[src/alu_flag_pkg.sv]
// package: alu flag register field layout, widths and carriers
package alu_flag_pkg;
  localparam int DATA_W        = 8;             // data-memory word width
  localparam int FLAG_W        = 5;             // implemented flag bits
  localparam int BIT_CARRY     = 0;             // carry / borrow
  localparam int BIT_DCARRY    = 1;             // digit carry / digit borrow
  localparam int BIT_ZERO      = 2;             // zero
  localparam int BIT_OVF       = 3;             // overflow
  localparam int BIT_NEG       = 4;             // negative
  localparam int NIB_W         = 4;             // nibble width for digit carry
  localparam logic [7:0] UNIMP_MASK = 8'he0;    // bits 7..5 read as zero
  localparam logic [4:0] FLAGS_ALL  = 5'h1f;    // all five flags
  localparam logic [4:0] FLAGS_NONE = 5'h00;
  localparam logic [4:0] FLAG_Z_ONLY = 5'h04;   // zero flag alone

  // instruction classes seen by the flag logic
  typedef enum logic [2:0] {
    OP_NONE,        // no flag effect, no write to this register
    OP_ADD,         // add, all five flags
    OP_SUB,         // subtract by two's complement add
    OP_LOGIC,       // logic op, n and z only
    OP_CLEAR,       // clear_register_instr
    OP_NOFLAG       // bit set/clear, swap, moves: plain data write
  } op_class_t;

  // one instruction's request to the flag register
  typedef struct packed {
    op_class_t        op;       // class of operation
    logic [7:0]       opa;      // first operand
    logic [7:0]       opb;      // second operand
    logic             dest_sel; // destination is the flag register
    logic [7:0]       wdata;    // data to write when it is a plain write
  } alu_req_t;
endpackage : alu_flag_pkg

[src/alu_flag_register_logic.sv]
// module: flag register of the alu with its update and data-write priority
`timescale 1ns/1ps

// How it works
// RULE1 - register readable and writable like any other
// RULE2 - flag updates override data write to flags
// RULE3 - clear aimed here gives 000u uluu
// RULE4 - bit ops, swap, moves leave flags alone
// RULE5 - subtract: carry flags are inverted borrows
// RULE6 - bits 7..5 unimplemented, read zero
module alu_flag_register_logic
  import alu_flag_pkg::*;
(
  input  wire logic            i_clk,      // instruction clock
  input  wire logic            i_reset_n,  // async reset, active low
  input  wire alu_req_t        i_req,      // instruction request
  output logic [DATA_W-1:0]    o_rdata,    // register read value
  output logic [DATA_W-1:0]    o_result    // alu result
);

  //////////////////////////////////////////////////////////////////////////////
  // arithmetic
  logic [FLAG_W-1:0] flags;                 // flag storage, no reset value
  logic [DATA_W-1:0] opb_eff;               // second operand after complement
  logic [DATA_W:0]   sum;                   // full sum with carry out
  logic [NIB_W:0]    nib_sum;               // low nibble sum with carry out
  logic              is_arith;              // add or subtract
  logic              is_sub;                // subtract
  logic [DATA_W-1:0] res;                   // operation result
  logic [FLAG_W-1:0] calc;                  // flags from the result
  logic [FLAG_W-1:0] upd_mask;              // flags the operation touches
  logic [FLAG_W-1:0] next_flags;            // next flag value
  logic              plain_write;           // exact data write into the flags
  logic              flag_update;           // this op drives at least one flag
  logic [DATA_W-1:0] read_word;             // flags widened to a data word

  // logic ops report sign and zero only
  localparam logic [FLAG_W-1:0] FLAGS_NZ = FLAG_Z_ONLY | (FLAG_W'(1) << BIT_NEG);

  // zero test used for both the result and the clear path
  function automatic logic is_zero(input logic [DATA_W-1:0] v);
    return (v == '0);
  endfunction : is_zero

  assign is_sub   = (i_req.op == OP_SUB);
  assign is_arith = (i_req.op == OP_ADD) || is_sub;
  // subtract adds the two's complement, so carry means no borrow [RULE5]
  assign opb_eff  = is_sub ? ~i_req.opb : i_req.opb;
  assign sum      = {1'b0, i_req.opa} + {1'b0, opb_eff} + {{DATA_W{1'b0}}, is_sub};
  assign nib_sum  = {1'b0, i_req.opa[NIB_W-1:0]} + {1'b0, opb_eff[NIB_W-1:0]}
                  + {{NIB_W{1'b0}}, is_sub};
  assign res = (i_req.op == OP_LOGIC) ? (i_req.opa & i_req.opb) :
               (i_req.op == OP_CLEAR) ? '0 :
               is_arith ? sum[DATA_W-1:0] : i_req.wdata;

  // flag values computed from the result
  always_comb begin
    calc             = flags;
    calc[BIT_NEG]    = res[DATA_W-1];
    calc[BIT_ZERO]   = is_zero(res);
    calc[BIT_OVF]    = (i_req.opa[DATA_W-1] == opb_eff[DATA_W-1])
                     && (res[DATA_W-1] != i_req.opa[DATA_W-1]);
    calc[BIT_CARRY]  = sum[DATA_W];        // [RULE5]
    calc[BIT_DCARRY] = nib_sum[NIB_W];     // [RULE5]
  end

  // which flags each class drives; plain writers touch none [RULE4]
  always_comb begin
    unique case (i_req.op)
      OP_ADD, OP_SUB: upd_mask = FLAGS_ALL;
      OP_LOGIC:       upd_mask = FLAGS_NZ;
      OP_CLEAR:       upd_mask = FLAG_Z_ONLY;   // [RULE3]
      default:        upd_mask = FLAGS_NONE;
    endcase
  end

  //////////////////////////////////////////////////////////////////////////////
  // next flag value: flag logic wins over data write
  // plain writers aimed here store the low five bits exactly [RULE4]
  assign plain_write = i_req.dest_sel && (i_req.op == OP_NOFLAG);
  // any class with a non-empty mask blocks the data write [RULE2]
  assign flag_update = (upd_mask != FLAGS_NONE);

  always_comb begin
    next_flags = flags;
    if (plain_write) begin
      next_flags = i_req.wdata[FLAG_W-1:0];             // [RULE1] [RULE4]
    end else if (flag_update) begin
      // data write to the five bits suppressed; result flags taken [RULE2]
      next_flags = (flags & ~upd_mask) | (calc & upd_mask);
    end
  end

  // flags hold no reset value; only the read and result ports reset
  // limitation: after power-up the flags are unknown until first written,
  // traded for a register with no reset tree on its five bits
  always_ff @(posedge i_clk) begin
    flags <= next_flags;
  end

  // read word: upper bits are never stored, so they cannot read back as ones
  assign read_word = {{(DATA_W-FLAG_W){1'b0}}, next_flags};   // [RULE6]

  // registered read and result; upper bits of the read forced to zero [RULE6]
  // the read shows this edge's update, so a source operand sees fresh flags [RULE1]
  always_ff @(posedge i_clk or negedge i_reset_n) begin
    if (!i_reset_n) begin
      o_rdata  <= '0;
      o_result <= '0;
    end else begin
      o_rdata  <= read_word & ~UNIMP_MASK;              // [RULE1] [RULE6]
      o_result <= res;
    end
  end
endmodule : alu_flag_register_logic

[config.mk]
export PLATFORM = sky130hd
export DESIGN_NAME = alu_flag_register_logic
export DESIGN_NICKNAME = d
export VERILOG_FILES = /design/src/alu_flag_pkg.sv /design/src/alu_flag_register_logic.sv
export SDC_FILE = /design/constraint.sdc
export NUM_CORES = 1
export LEC_CHECK = 0
export BUFFER_PORTS_ARGS = -buffer_cell sky130_fd_sc_hd__clkbuf_2
export CORE_MARGIN = 1
export CORE_UTILIZATION = 40
export DETAILED_ROUTE_END_ITERATION = 10
export PLACE_DENSITY = 0.64
export SYNTH_ARGS = -nofsm -noshare
export SYNTH_HDL_FRONTEND = slang
export SYNTH_SLANG_ARGS = --single-unit
export TNS_END_PERCENT = 50
[constraint.sdc]
create_clock -name i_clk -period 2.5 [get_ports i_clk]
set_clock_uncertainty 0.05 [all_clocks]
set_input_delay 0 -clock i_clk [delete_from_list [all_inputs] [get_ports i_clk]]
set_output_delay 0 -clock i_clk [all_outputs]
set_load 0.03 [all_outputs]
**Word-level counts from Yosys, hierarchy flattened**

Index checks and enable logic that the tools add are counted.

- Bits in writable memories: 0
- Bits in registers: 18
- Memories: 0
- Output and inout bits: 16
- Word-level logic and storage cells: 33
- Bits in latches: 0
- Memory bits (read-only): 0
- Input bits: 30

- Bitwise logic cells: 6
- $lt $le $gt $ge: 0
- Multiply operators: 0
- Multiplexer cells: 7
- Reductions and logical operators: 6
- Shift operators: 0
- Div/mod/pow operators: 0
- Eq/ne operators: 7
- Add/sub/neg operators: 4

Operators by type and width:

| cell | number |
|---|---|
| $mux W8 | 4 |
| $pmux W5 S3 | 1 |
| $and A5 B5 Y5 | 2 |
| $mux W5 | 2 |
| $add A8 B8 Y9 | 1 |
| $add A9 B1 Y9 | 1 |
| $and A8 B8 Y8 | 1 |
| $logic_not A8 Y1 | 1 |
| $not A8 Y8 | 1 |
| $eq A3 B2 Y1 const B | 2 |
| $eq A3 B3 Y1 const B | 2 |
| $add A4 B4 Y5 | 1 |
| $add A5 B1 Y5 | 1 |
| $not A5 Y5 | 1 |
| $or A5 B5 Y5 | 1 |
| $reduce_bool A5 Y1 | 1 |
| $eq A3 B1 Y1 const B | 1 |
| $logic_and A1 B1 Y1 | 2 |
| $reduce_or A2 Y1 | 1 |
| $eq A1 B1 Y1 | 1 |
| $logic_or A1 B1 Y1 | 1 |
| $ne A1 B1 Y1 | 1 |

**Longest topological paths before layout**

- Word-level depth: 13
- Depth in mapped cells: 13
- Gate-level depth less buffers: 10

**Worst setup path after synthesis**

OpenSTA, ideal clock, no wires.

- Path kind: input to register
- From: in i_req[27] (netlist name)
- To: reg o_rdata[2]
- Data arrival time: 2968 ps
- Path buffers: 3
- Library setup time: 98 ps
- Cell stages on the path: 12
- Path slack: -617 ps
- Required time: 2352 ps
- Cells stage by stage: buf_2 -> buf_1 -> nor3b_1 -> buf_1 -> xor2_1 -> ha_1 -> nor2b_1 -> o31a_1 -> or4_1 -> and3_1 -> or4b_1 -> o31ai_2

- Word-level cells in the longest chain between the ends: 12
- Elaborated cells between the ends (all ways): 23
- Those cells by class: add/sub: 2; eq/ne: 5; mux: 7; bitwise: 4; reduce/logical: 5

RTL lines:

| element | line | source |
|---|---|---|
| start: declaration | alu_flag_register_logic.sv:16 | `input wire alu_req_t i_req,` |
| $eq A3 B2 Y1 | alu_flag_register_logic.sv:45 | `assign is_sub = (i_req.op == OP_SUB);` |
| $mux W8 | alu_flag_register_logic.sv:48 | `assign opb_eff = is_sub ? ~i_req.opb : i_req.opb;` |
| $add A8 B8 Y9 | alu_flag_register_logic.sv:49 | `assign sum = {1'b0, i_req.opa} + {1'b0, opb_eff} + {{DATA_W{1'b0}}, is_sub};` |
| $add A9 B1 Y9 | alu_flag_register_logic.sv:49 |  |
| $mux W8 | alu_flag_register_logic.sv:54 | `is_arith ? sum[DATA_W-1:0] : i_req.wdata;` |
| $mux W8 | alu_flag_register_logic.sv:53 | `(i_req.op == OP_CLEAR) ? '0 :` |
| $mux W8 (*) | alu_flag_register_logic.sv:52 | `assign res = (i_req.op == OP_LOGIC) ? (i_req.opa & i_req.opb) :` |
| via res[6] | alu_flag_register_logic.sv:29 | `logic [DATA_W-1:0] res;` |
| $logic_not A8 Y1 (*) | alu_flag_register_logic.sv:42 | `return (v == '0);` |
| $and A5 B5 Y5 (*) | alu_flag_register_logic.sv:90 | `next_flags = (flags & ~upd_mask) \| (calc & upd_mask);` |
| $or A5 B5 Y5 (*) | alu_flag_register_logic.sv:90 |  |
| $mux W5 (*) | alu_flag_register_logic.sv:88 | `end else if (flag_update) begin` |
| $mux W5 (*) | alu_flag_register_logic.sv:86 | `if (plain_write) begin` |
| via next_flags[2] | alu_flag_register_logic.sv:32 | `logic [FLAG_W-1:0] next_flags;` |
| end signal: assignment | alu_flag_register_logic.sv:111 | `o_rdata <= read_word & ~UNIMP_MASK;` |
| end: declaration | alu_flag_register_logic.sv:17 | `output logic [DATA_W-1:0] o_rdata,` |

The timed path passes the listed nets; every way through them passes the cells marked *.

**Worst setup path in the final report**

Same ends and word-level chain as after synthesis.

==> out/qor.json <==
{
  "outcome": {"value": "finished clean"},
  "final_setup_violations": {"value": 0},
  "yosys.cell_types.count": {"value": 49},
  "die_height": {"value": 59.6, "unit": "um"},
  "asr_flop_ratio_synth": {"value": 72.2, "unit": "%"},
  "worst_setup_hold_path_clk_slew": {"value": 0.08, "unit": "ns"},
  "crit_chain": {"value": "buf_6 -> nor3b_4 -> buf_6 -> xor2_1 -> ha_1 -> nor2b_4 -> o31a_1 -> or4_1 -> and3_4 -> or4b_4 -> o31ai_4"},
  "critical_path.n_buffers_inverters": {"value": 2},
  "synthCells": {"value": 143},
  "maxCapViolCount": {"value": 0},
  "timing.hold.worst_endpoint": {"value": "o_rdata[3]"},
  "critical_path.reg2reg.startpoint": {"value": "flags[2]"},
  "die_area": {"value": 3550, "unit": "um^2"},
  "cp_slowest_stage_delay": {"value": 0.49, "unit": "ns"},
  "final_hold_violation_count": {"value": 0},
  "clock_tree.root_cell": {"value": "clkbuf_4"},
  "global_route.overflow_total": {"value": 0},
  "worst_ep_arrival_time": {"value": 2.64, "unit": "ns"},
  "ff_latch_area": {"value": 425, "unit": "um^2"},
  "finalNetCount": {"value": 257},
  "post_layout_nonfiller_instances": {"value": 261},
  "regToRegEndpoint": {"value": "o_rdata[2]"},
  "power": {"value": 0.950, "unit": "mW"},
  "critical_path_required": {"value": 2.65, "unit": "ns"},
  "grt_pass1_wl": {"value": 5.71, "unit": "mm"},
  "layout_overhead_on_the_synthesized_area": {"value": 45.1, "unit": "%"},
  "dieWidth": {"value": 59.6, "unit": "um"},
  "crit_fanout": {"value": 3},
  "gp_routability_congestion": {"value": 0.860},
  "cell_pwr_density": {"value": 494, "unit": "nW/um^2"},
  "ys_ff_latch": {"value": 18},
  "final_max_slew_viol_count": {"value": 0},
  "area_contributors_post_synth": {"value": "dfrtp_1, dfxtp_1, ha_1"},
  "placement.io_buffers": {"value": 42},
  "initial_utilization": {"value": 42.7, "unit": "%"},
  "place_ws": {"value": -0.420, "unit": "ns"},
  "power_report.internal_total": {"value": 0.606, "unit": "mW"},
  "row_count": {"value": 20},
  "power.switching_fraction": {"value": 36.2, "unit": "%"},
  "n_fill_cell": {"value": 303},
  "synth-seq-area-share": {"value": 32.1, "unit": "%"},
  "ys_warn_count": {"value": 0},
  "worst_hold_path_stage_count": {"value": 3},
  "total_cts_buffers": {"value": 3},
  "post-route-drc-count": {"value": 0},
  "clock_insertion_delay_worst_skew": {"value": 0.29, "unit": "ns"},
  "post_synth_edffs": {"value": 0},
  "synth.cells.most_frequent": {"value": "dfrtp_1, nand2_1, ha_1, nor3b_1, xor2_1"},
  "dr_total_vias": {"value": 1370},
  "finalWorstSetupSlack": {"value": 0.0142, "unit": "ns"},
  "achievable-frequency": {"value": 0.402, "unit": "GHz"},
  "finalSetupTns": {"value": 0, "unit": "ns"},
  "rsz0062_at_grt": {"value": "true"},
  "synth_top_area_cell": {"value": "dfrtp_1"},
  "grt_start_max_net_pins": {"value": 18},
  "wl_per_cell": {"value": 13.2, "unit": "um"},
  "cts.sinks": {"value": 18},
  "via_count_of_the_first_global_routing_pass": {"value": 1298},
  "reg2reg_slack": {"value": 1.61, "unit": "ns"},
  "period_share": {"value": 99.4, "unit": "%"},
  "detailedPlacementHpwl": {"value": 2.81, "unit": "mm"},
  "critPathTopFamily": {"value": "simple AND/OR/NAND/NOR gates"},
  "io_count": {"value": 46},
  "switchingPower": {"value": 0.344, "unit": "mW"},
  "highest_ir_drop_seen_on_vdd": {"value": 0.000180, "unit": "V"},
  "launching_element_type_of_the_critical_path": {"value": "input port"},
  "timing.critical_path.mode_cell": {"value": "buf_6"},
  "htree_levels": {"value": 1},
  "multiInputGateArea": {"value": 897, "unit": "um^2"},
  "crit_end_element": {"value": "flop"},
  "cts_tree": {"value": "yes"},
  "post_route_cells_drive_above_1_share": {"value": 38.7, "unit": "%"},
  "synth_largest_type_area_fraction": {"value": 24.6, "unit": "%"},
  "route.detailed.vias_per_inst": {"value": 5.25},
  "final_period_minus_worst_setup_slack": {"value": 2.49, "unit": "ns"},
  "yosys.cell_count.top_type": {"value": "dfrtp_1"},
  "share_seq_of_total_power": {"value": 37.1, "unit": "%"},
  "share_comb_of_total_power": {"value": 48.1, "unit": "%"},
  "total_core_area": {"value": 3100, "unit": "um^2"},
  "cts_max_path_buffers": {"value": 2},
  "grt_usage": {"value": 21.5, "unit": "%"},
  "dp.cells": {"value": 250},
  "antennaDiodeCount": {"value": 0},
  "mean_syn_cell_area": {"value": 9.27, "unit": "um^2"},
  "postLayoutCoreUtil": {"value": 62.0, "unit": "%"},
  "drtPass1Iterations": {"value": 4},
  "postSynth.topFlopCell": {"value": "dfrtp_1"},
  "clkPwrFrac": {"value": 14.8, "unit": "%"},
  "critPathKind": {"value": "input port to flop"},
  "final_antenna_net_count": {"value": 0},
  "syn_area": {"value": 1330, "unit": "um^2"},
  "hold_path_startpoint": {"value": "i_req[24]"},
  "route.final.wire_length": {"value": 3.44, "unit": "mm"},
  "antenna_found_initial": {"value": 0},
  "drt_iter0_drc": {"value": 31},
  "cellLeakagePower": {"value": 0.906, "unit": "nW"},
  "hold_path_class": {"value": "input port to flop"},
  "timing.reg2reg.worst_path_depth": {"value": 4},
  "cpMaxStageDelayCell": {"value": "or4b_4"}
}
[how the worst max path moves through the flow]
stage | start | end | slack (ns) | depth (start not counted)
6_report | i_req[27] | o_rdata[2] | 0.01 | 11
5_1_grt | i_req[27] | o_rdata[2] | -0.11 | 11
4_1_cts | i_req[25] | o_rdata[2] | 0.02 | 10
3_5_place_dp | i_req[25] | o_rdata[2] | -0.42 | 13
3_3_place_gp | i_req[27] | o_rdata[2] | -0.38 | 12
2_1_floorplan | i_req[27] | o_rdata[2] | -0.39 | 12
[per-stage QoR]
step / hold slack (ns) / area, um^2
after floorplan: -0.346 / 1370
after CTS: 0.0466 / 1870
after detailed placement: -0.154 / 1770
after global placement: -0.158 / 1770
after global routing: 0.0712 / 1920
final: 0.0563 / 1920
[per-layer routing]
layer | vias up | global-route usage [%] | routed length, um
li1 | 672 | - | -
met1 | 644 | 28.3 | 1530
met2 | 43 | 34.3 | 1650
met3 | 11 | 1.97 | 119
met4 | 0 | 12.6 | 131
met5 | - | 0 | 0
[state kept, by name, summed over array words and instances (netlist names)]
signal / cells
flags: 5
o_rdata: 5
o_result: 8
[cells by family after synthesis]
family	count (synthesis)	share of synthesized area, %
multiplexers	3	2.36
XOR/XNOR	13	8.59
adder cells (fa/ha/maj)	12	11.3
other	1	0.283
AND/OR/NAND/NOR	40	16.9
buffers and inverters	13	4.72
AO/OA/AOI/OAI	43	23.7
flip-flops	18	32.1
[worst min-delay path, stage by stage]
cell and delay, ns:
clkbuf_2 0.12, mux2_2 0.15, o31ai_1 0.08
[power groups by stage]
| stage | Clock (mW) | Sequential, mW | Combinational (mW) |
|---|---|---|---|
| finish | 0.140 | 0.352 | 0.457 |
| global route | 0.155 | 0.357 | 0.496 |
| CTS | 0.146 | 0.353 | 0.442 |
| detailed placement | 0 | 0.358 | 0.431 |
| global placement | 0 | 0.357 | 0.423 |
| floorplan | 0 | 0.427 | 0.197 |
[repair_timing]
action                                 4_1_cts  5_1_grt
gates resized for setup                      2       12
hold buffers                                 6        0
setup endpoints to repair                    2        4
endpoints found under the hold margin       23        0
pin swaps                                    4        6
setup buffers                                0        1
[cells in the final DEF, fill, tap and decap left out, types with 2 or more instances in the layout]
cell type      instances
a22oi_1                3
mux2i_1                2
nor2_1                 7
or2_1                  2
a21oi_1                7
nor3b_1                7
o21a_1                 6
maj3_1                 3
dlygate4sd3_1          6
xor2_1                 7
dfxtp_1                5
clkbuf_4               3
dfrtp_1               13
a32o_1                 2
nand2_1               12
o211ai_1               2
buf_6                  3
xnor2_1                5
o21ai_0                4
conb_1                 3
o31ai_1                4
a221o_1                2
buf_4                 28
ha_1                   8
inv_1                  4
a21boi_0               2
clkbuf_2              40
[layout make-up]
| type | count | area share [%] |
|---|---|---|
| multi-input combinational | 114 | 46.6 |
| timing repair buffer | 77 | 26.2 |
| inverter | 4 | 0.781 |
| tap | 44 | 2.86 |
| clock buffer | 4 | 1.37 |
| sequential | 18 | 22.1 |
No activity file was read; power rests on OpenSTA's default activity.
